**config.mk**
```make
export PLATFORM = sky130hd
export DESIGN_NAME = atss_core
export DESIGN_NICKNAME = d
export VERILOG_FILES = /design/src/hw/atss_pkg.sv /design/src/hw/atss_core.sv
export SDC_FILE = /design/constraint.sdc
export NUM_CORES = 1
export LEC_CHECK = 0
export BUFFER_PORTS_ARGS = -buffer_cell sky130_fd_sc_hd__buf_2
export CAP_MARGIN = 0
export CORE_ASPECT_RATIO = 1.4
export CORE_MARGIN = 2
export CORE_UTILIZATION = 35
export CTS_CLUSTER_DIAMETER = 200
export DETAILED_ROUTE_END_ITERATION = 6
export HOLD_SLACK_MARGIN = 0.02
export SLEW_MARGIN = 20
export SYNTH_ARGS = -nofsm -noshare
export SYNTH_HDL_FRONTEND = slang
export SYNTH_SLANG_ARGS = --single-unit
```
**constraint.sdc**
```tcl
create_clock -name CLK -period 3.1 [get_ports CLK]
set_input_delay 0.31 -clock CLK [delete_from_list [all_inputs] [get_ports CLK]]
set_output_delay 0.31 -clock CLK [all_outputs]
set_load 0.05 [all_outputs]
```
**src/hw/atss_pkg.sv**
```systemverilog
// atss_pkg: constants for the alive-toggle safe-state timing core.
// assumes a single 100 MHz clock; detection times and the tick are turned into cycle counts here, the sleep exit timeout into ticks.
package atss_pkg;

  // clock period
  localparam int CLK_PERIOD_NS = 10;

  // fast-detect threshold, inside the 5.2 .. 11.1 us window with 10 % margin
  localparam int FAST_DET_NS = 8000;
  localparam int FAST_DET_CYC = (FAST_DET_NS + CLK_PERIOD_NS - 1) / CLK_PERIOD_NS;
  // slow-detect threshold, inside the 50.1 .. 99.9 us window with 10 % margin
  localparam int SLOW_DET_NS = 75000;
  localparam int SLOW_DET_CYC = SLOW_DET_NS / CLK_PERIOD_NS;
  // first edge expected after monitoring is re-enabled, inside 50.1 .. 110 us
  localparam int REN_WIN_NS = 100000;
  localparam int REN_WIN_CYC = REN_WIN_NS / CLK_PERIOD_NS;

  // safe-state time base tick of 0.5 ms
  localparam int TB_TICK_NS = 500000;
  localparam int TB_TICK_CYC = TB_TICK_NS / CLK_PERIOD_NS;
  localparam int TB_TICK_US = TB_TICK_NS / 1000;
  // sleep exit reactivation timeout, 10 ms typical
  localparam int SLEEP_TO_US = 10000;
  localparam logic [8:0] SLEEP_TO_TICKS = 9'(SLEEP_TO_US / TB_TICK_US);

  // recovery delay selections in us: 0, 1.0, 2.5, 5.0, 10 ms
  localparam int REC_D1_US = 1000;
  localparam int REC_D2_US = 2500;
  localparam int REC_D3_US = 5000;
  localparam int REC_D4_US = 10000;
  // secondary output delay selections in us: 0, 10, 50, 100, 250 ms
  localparam int SS2_D1_US = 10000;
  localparam int SS2_D2_US = 50000;
  localparam int SS2_D3_US = 100000;
  localparam int SS2_D4_US = 250000;

  // selection codes for both delays
  localparam logic [2:0] SEL_D0 = 3'h0;
  localparam logic [2:0] SEL_D1 = 3'h1;
  localparam logic [2:0] SEL_D2 = 3'h2;
  localparam logic [2:0] SEL_D3 = 3'h3;
  localparam logic [2:0] SEL_D4 = 3'h4;

  // reaction states
  typedef enum logic [1:0] {
    ST_SAFE = 2'b00,  // both outputs low
    ST_RUN = 2'b01,   // both outputs high, monitoring
    ST_RECOV = 2'b10, // failure seen, recovery delay running
    ST_SS2W = 2'b11   // primary low, secondary delay running
  } atss_state_t;

endpackage

```
**src/hw/atss_core.sv**
```systemverilog
// atss_core: alive-toggle watchdog timing and safe-output sequencing.
// assumes inputs synchronous to CLK except ALIVE_IN, which is resynchronised here;
// control bits come from an outside register block as plain levels and pulses.
`timescale 1ns/100ps
`default_nettype none

module atss_core import atss_pkg::*; #(
  parameter int SLOW_CYC = SLOW_DET_CYC,  // slow-detect limit in cycles
  parameter int REN_CYC = REN_WIN_CYC,    // re-enable first-edge window in cycles
  parameter int TB_CYC = TB_TICK_CYC      // cycles per safe-state time base tick
) (
  // clock and reset
  input wire logic CLK,
  input wire logic RSTN,
  // alive toggle from the controller
  input wire logic ALIVE_IN,
  // control levels and pulses
  input wire logic MON_EN,
  input wire logic RECOVERY_MODE,
  input wire logic [2:0] REC_SEL,
  input wire logic [2:0] SS2_SEL,
  input wire logic SLEEP_EXIT,
  input wire logic SAFE_REQ,
  input wire logic SAFE_RELEASE,
  // safe outputs, active low means safe state
  output logic SAFE_OUT_PRIMARY,
  output logic SAFE_OUT_SECONDARY,
  // status
  output logic FAIL_IRQ,
  output logic FAULT_FAST,
  output logic FAULT_SLOW,
  output logic [1:0] STATE
);

  // all state of the block
  typedef struct packed {
    atss_state_t st;   // reaction state
    logic s1;          // synchroniser first stage
    logic s2;          // synchroniser second stage
    logic prev;        // last synchronised level
    logic mon;         // previous MON_EN, for rising detection
    logic [15:0] ivl;  // cycles since last edge, saturating
    logic grace;       // waiting for first edge
    logic gsleep;      // grace is the sleep-exit kind
    logic [16:0] pre;  // time base prescaler
    logic [8:0] dly;   // time base tick counter
    logic pri;
    logic sec;
    logic irq;
    logic ffast;
    logic fslow;
  } atss_reg_t;

  atss_reg_t r_q;
  atss_reg_t r_d;

  // recovery delay in ticks
  function automatic logic [8:0] rec_ticks(input logic [2:0] sel);
    unique case (sel)
      SEL_D1: rec_ticks = 9'(REC_D1_US / TB_TICK_US);
      SEL_D2: rec_ticks = 9'(REC_D2_US / TB_TICK_US);
      SEL_D3: rec_ticks = 9'(REC_D3_US / TB_TICK_US);
      SEL_D4: rec_ticks = 9'(REC_D4_US / TB_TICK_US);
      default: rec_ticks = 9'h000;  // zero and unused codes mean no delay
    endcase
  endfunction

  // secondary output delay in ticks
  function automatic logic [8:0] ss2_ticks(input logic [2:0] sel);
    unique case (sel)
      SEL_D1: ss2_ticks = 9'(SS2_D1_US / TB_TICK_US);
      SEL_D2: ss2_ticks = 9'(SS2_D2_US / TB_TICK_US);
      SEL_D3: ss2_ticks = 9'(SS2_D3_US / TB_TICK_US);
      SEL_D4: ss2_ticks = 9'(SS2_D4_US / TB_TICK_US);
      default: ss2_ticks = 9'h000;
    endcase
  endfunction

  // decoded events, combinational
  logic edge_det;
  logic fast_evt;
  logic slow_evt;
  logic gexp_evt;
  logic fail_evt;
  logic valid_edge;
  logic tick;

  // edge, threshold and grace decoding
  always_comb begin
    edge_det = r_q.s2 ^ r_q.prev;
    tick = (r_q.pre == 17'(TB_CYC - 1));
    fast_evt = MON_EN && edge_det && !r_q.grace && (r_q.ivl < 16'(FAST_DET_CYC));
    slow_evt = MON_EN && !r_q.grace && (r_q.ivl == 16'(SLOW_CYC));
    // no first edge inside the grace window is a failure too
    gexp_evt = MON_EN && r_q.grace && (r_q.gsleep ?
               (tick && (r_q.dly == SLEEP_TO_TICKS - 9'h001)) :
               (r_q.ivl == 16'(REN_CYC)));
    fail_evt = fast_evt || slow_evt || gexp_evt;
    valid_edge = MON_EN && edge_det && !fast_evt;
  end

  // next-state logic
  always_comb begin
    r_d = r_q;
    r_d.s1 = ALIVE_IN;
    r_d.s2 = r_q.s1;
    r_d.prev = r_q.s2;
    r_d.mon = MON_EN;
    r_d.irq = 1'b0;
    r_d.pre = tick ? 17'h00000 : r_q.pre + 17'h00001;
    if (tick && r_q.dly != 9'h1FF) begin
      r_d.dly = r_q.dly + 9'h001;
    end
    // interval counter restarts on each recognised edge
    if (edge_det) begin
      r_d.ivl = 16'h0000;
      r_d.grace = 1'b0;
    end else if (r_q.ivl != 16'hFFFF) begin
      r_d.ivl = r_q.ivl + 16'h0001;
    end
    // re-enable opens a short first-edge window
    if (MON_EN && !r_q.mon) begin
      r_d.ivl = 16'h0000;
      r_d.grace = 1'b1;
      r_d.gsleep = 1'b0;
    end
    // sleep exit opens the long window, timed on the time base
    if (SLEEP_EXIT) begin
      r_d.grace = 1'b1;
      r_d.gsleep = 1'b1;
      r_d.pre = 17'h00000;
      r_d.dly = 9'h000;
    end
    unique case (r_q.st)
      // both outputs low until released
      ST_SAFE: begin
        if (SAFE_RELEASE) begin
          r_d.st = ST_RUN;
          r_d.pri = 1'b1;
          r_d.sec = 1'b1;
          r_d.ffast = 1'b0;
          r_d.fslow = 1'b0;
          r_d.ivl = 16'h0000;  // restart monitoring like a re-enable
          r_d.grace = 1'b1;
          r_d.gsleep = 1'b0;
        end
      end
      // monitoring with outputs high
      ST_RUN: begin
        if (SAFE_REQ) begin
          r_d.st = ST_SS2W;
          r_d.pri = 1'b0;
          r_d.pre = 17'h00000;
          r_d.dly = 9'h000;
        end else if (fail_evt) begin
          r_d.ffast = r_q.ffast || fast_evt;
          r_d.fslow = r_q.fslow || slow_evt || gexp_evt;
          r_d.pre = 17'h00000;
          r_d.dly = 9'h000;
          if (RECOVERY_MODE && rec_ticks(REC_SEL) != 9'h000) begin
            r_d.st = ST_RECOV;
            r_d.irq = 1'b1;
          end else begin
            r_d.st = ST_SS2W;
            r_d.pri = 1'b0;
          end
        end
      end
      // recovery delay: valid toggling resumes or the outputs trip
      ST_RECOV: begin
        r_d.ffast = r_q.ffast || fast_evt;
        r_d.fslow = r_q.fslow || slow_evt;
        if (SAFE_REQ || (tick && r_q.dly == rec_ticks(REC_SEL) - 9'h001)) begin
          r_d.st = ST_SS2W;
          r_d.pri = 1'b0;
          r_d.pre = 17'h00000;
          r_d.dly = 9'h000;
        end else if (valid_edge) begin
          r_d.st = ST_RUN;
        end
      end
      // primary low, secondary waits for its delay
      ST_SS2W: begin
        if (ss2_ticks(SS2_SEL) == 9'h000 ||
            (tick && r_q.dly == ss2_ticks(SS2_SEL) - 9'h001)) begin
          r_d.st = ST_SAFE;
          r_d.sec = 1'b0;
        end
      end
    endcase
  end

  // state register
  always_ff @(posedge CLK or negedge RSTN) begin
    if (!RSTN) begin
      r_q <= '0;
    end else begin
      r_q <= r_d;
    end
  end

  // outputs straight from flip-flops
  assign SAFE_OUT_PRIMARY = r_q.pri;
  assign SAFE_OUT_SECONDARY = r_q.sec;
  assign FAIL_IRQ = r_q.irq;
  assign FAULT_FAST = r_q.ffast;
  assign FAULT_SLOW = r_q.fslow;
  assign STATE = r_q.st;
endmodule

`default_nettype wire

```
==> summary.txt <==
Synth Flop Type: dfrtp_1
final wirelength: 7720 um
Ports: 21
CP dominant cell by count: ha_1
Clock Tree Buf Depth: 2
initial antenna violation count: 0
DR pass1 iterations: 4
Yosys warnings: 0
CP Launch Type: primary input
min-delay worst type: primary input to asynchronous set/reset pin
die area: 10900 um^2
number of flops mapped to enable cells by yosys: 0
buffers plus inverters on the worst setup path: 1
routability cong.: 0.852
die height: 123 um
overall routing resource usage: 14.9%
crit-path cells: buf_2, nand2b_1, or2_2, ha_1, and3_2, ha_1, xor2_1, nand3_1, a211oi_2, nand4_1, a21o_1, a2111o_1, o21a_1
post-DR vias/cell: 5.29
largest net degree at the start of global routing: 33
Hold Slack: 0.0679 ns
fmax: 369 MHz
CP delay by family, top: simple AND/OR/NAND/NOR gates
worst-path fanout max: 7
crit path kind: primary input to flip-flop
Fillers: 979
diode count: 0
Max-Slew Margin vs Limit: 51.8%
Setup Fix Bufs, Post-CTS: 0
mapped cell area: 3530 um^2
first-pass GRT wire length: 12900 um
drt drc: 0
core area: 9850 um^2
clock tree from TritonCTS: built
# clock sinks: 55
CP required: 3.29 ns
CTS Hold Bufs: 0
post-route ant nets: 0
via count: 2873
Setup Viol. Count Final: 0
Leak: 1.65 nW
# rows: 43
# port buffers: 20
Die W: 88.9 um
count of final hold-check violations: 0
Synth async-reset ratio: 100%
DR iter-0 viols: 133
placed cells: 535
peak supply drop: 0.000206 V
Synth Net Count: 421
Tcrit/Tclk final: 87.4%
Synth cell types: 59
total grt overflow: 0
Cells after Synth: 393
HPWL reported at the end of detailed placement: 5790 um
clock slew seen by the registers of the worst setup and hold paths: 0.07 ns
vias in the first global route: 2819
post-layout min period: 2.71 ns
Worst path slowest cell: a2111o_1
Resized cells post-CTS: 0
status: finished clean
post-synthesis sequential area ratio: 39.0%
max-cap viol count: 0
Critical Path AT: 2.90 ns
CP max stage delay: 0.34 ns
Starting Density: 35.9%
Max Slew Vio Count: 0
final net count: 435
DR WL/cell: 14.2 um
worst clock skew: 0.00379 ns
final std cells w/o fill: 543
Seq cells post-synth: 55
RSZ-0062 raised after global routing: false
Num CTS Buffers: 5
Layout area overhead: 12.0%
CP Capture Type: flip-flop
clk_lat worst skew: 0.29 ns
Mean Syn Cell Area: 8.98 um^2
setup TNS: 0 ns
Power Dens Cells: 566 nW/um^2
H-tree Lvls: 2
layout cells sized above 1: 11.0%
Worst-Margin Slew: 0.723 ns
Root Driver: clkbuf_16
## synth_stat cells, types with 3 or more instances
cell type | n | area [um^2]
dfrtp_1 | 55 | 1380
o21a_1 | 6 | 45.0
buf_4 | 3 | 22.5
xor2_1 | 29 | 254
and4_1 | 3 | 26.3
inv_1 | 16 | 60.1
o31ai_1 | 3 | 22.5
nand2b_1 | 5 | 31.3
nor2b_1 | 4 | 25.0
nand3_1 | 16 | 80.1
nor4bb_1 | 7 | 70.1
nor4_1 | 3 | 18.8
a21oi_1 | 10 | 50.1
nor2_1 | 53 | 199
o211ai_1 | 3 | 22.5
clkbuf_1 | 12 | 45.0
mux2i_1 | 4 | 40.0
nand3b_1 | 3 | 22.5
and3_1 | 11 | 68.8
o21ai_0 | 8 | 40.0
nand4_1 | 16 | 100
buf_2 | 3 | 15.0
nand2_1 | 25 | 93.8
a211oi_1 | 3 | 22.5
nor3_1 | 13 | 65.1
xnor2_1 | 19 | 166
a31oi_1 | 6 | 37.5
ha_1 | 14 | 175
## layer usage
metal	up-vias	global-route usage [%]	wire length, um
met5	-	0	0
met2	50	27.3	4100
met1	1402	17.4	3290
met3	11	2.15	189
li1	1410	-	-
met4	0	4.73	138
## area by class of cell
class	count	area [um^2]	area share, %
timing repair buffer	28	173	4.36
multi-input combinational	301	1990	50.2
clock inverter	3	67.6	1.71
inverter	16	60.1	1.52
sequential	55	1380	34.8
clock buffer	5	125	3.16
tap	135	169	4.27
## where the power goes
part           switching (W)  internal (W)  leakage, nW
Sequential         0.0000563      0.000774        0.740
Clock               0.000256      0.000463       0.0900
Combinational       0.000443      0.000247        0.823
Total               0.000755       0.00148         1.65
## sequential cells by signal, summed over array words and instances (netlist names)
register            count
FAULT_SLOW              1
FAIL_IRQ                1
STATE                   2
r_d                     2
r_q                    46
SAFE_OUT_PRIMARY        1
FAULT_FAST              1
SAFE_OUT_SECONDARY      1
## layout by cell type (no fill, tap or decap), types with 5 or more instances in the layout
master | synthesis | layout
buf_4 | 3 | 7
nand2b_1 | 5 | 5
clkbuf_16 | 0 | 5
o21a_1 | 6 | 6
inv_1 | 16 | 16
nor3_1 | 13 | 13
and3_1 | 11 | 11
o21ai_0 | 8 | 8
nor4bb_1 | 7 | 7
nor2_1 | 53 | 53
a31oi_1 | 6 | 6
ha_1 | 14 | 14
nand4_1 | 16 | 16
buf_2 | 3 | 20
xnor2_1 | 19 | 19
dfrtp_1 | 55 | 55
a21oi_1 | 10 | 10
nand3_1 | 16 | 16
nand2_1 | 25 | 25
xor2_1 | 29 | 29
## path summary, 6_finish.rpt
| kind | startpoint | end | slack (ns) | depth (start not counted) |
|---|---|---|---|---|
| setup / recovery | REC_SEL[2] | STATE[1]$_DFFE_PN0P_ | 0.39 | 13 |
| hold / removal | RSTN | FAULT_FAST$_DFFE_PN0P_ | 0.07 | 1 |
| setup reg to reg | r_q[33]$_DFF_PN0_ | r_q[18]$_DFF_PN0_ | 0.43 | 9 |
| hold reg to reg | r_d[51]$_DFF_PN0_ | r_d[50]$_DFF_PN0_ | 0.35 | 0 |
| max in group asynchronous | RSTN | r_q[27]$_DFF_PN0_ | 2.36 | 2 |
| min in group CLK | ALIVE_IN | r_d[51]$_DFF_PN0_ | 0.13 | 1 |
## kinds of logic (layout without fill, tap and decap cells)
| family | after synthesis | in the layout | synth area share (%) |
|---|---|---|---|
| and+or+nand+nor | 180 | 180 | 27.5 |
| buffers and inverters | 37 | 52 | 4.78 |
| AOI/OAI and AO/OA | 55 | 55 | 10.7 |
| DFF | 55 | 55 | 39.0 |
| xor gates and xnor gates | 48 | 48 | 11.9 |
| muxes | 4 | 4 | 1.13 |
| adders and majority gates | 14 | 14 | 4.96 |
## stage by stage
step	cell area, um^2	power (W)	worst slack, ns	util (%)
global route	3960	0.00237	0.0511	40.2
finish	3960	0.00224	0.389	40.2
floorplan	3530	0.00138	0.358	-
detailed placement	3760	0.00155	0.104	38.2
CTS	3960	0.00227	0.392	40.2
global placement	3760	0.00153	0.151	38.2
No activity file was read; power rests on OpenSTA's default activity.
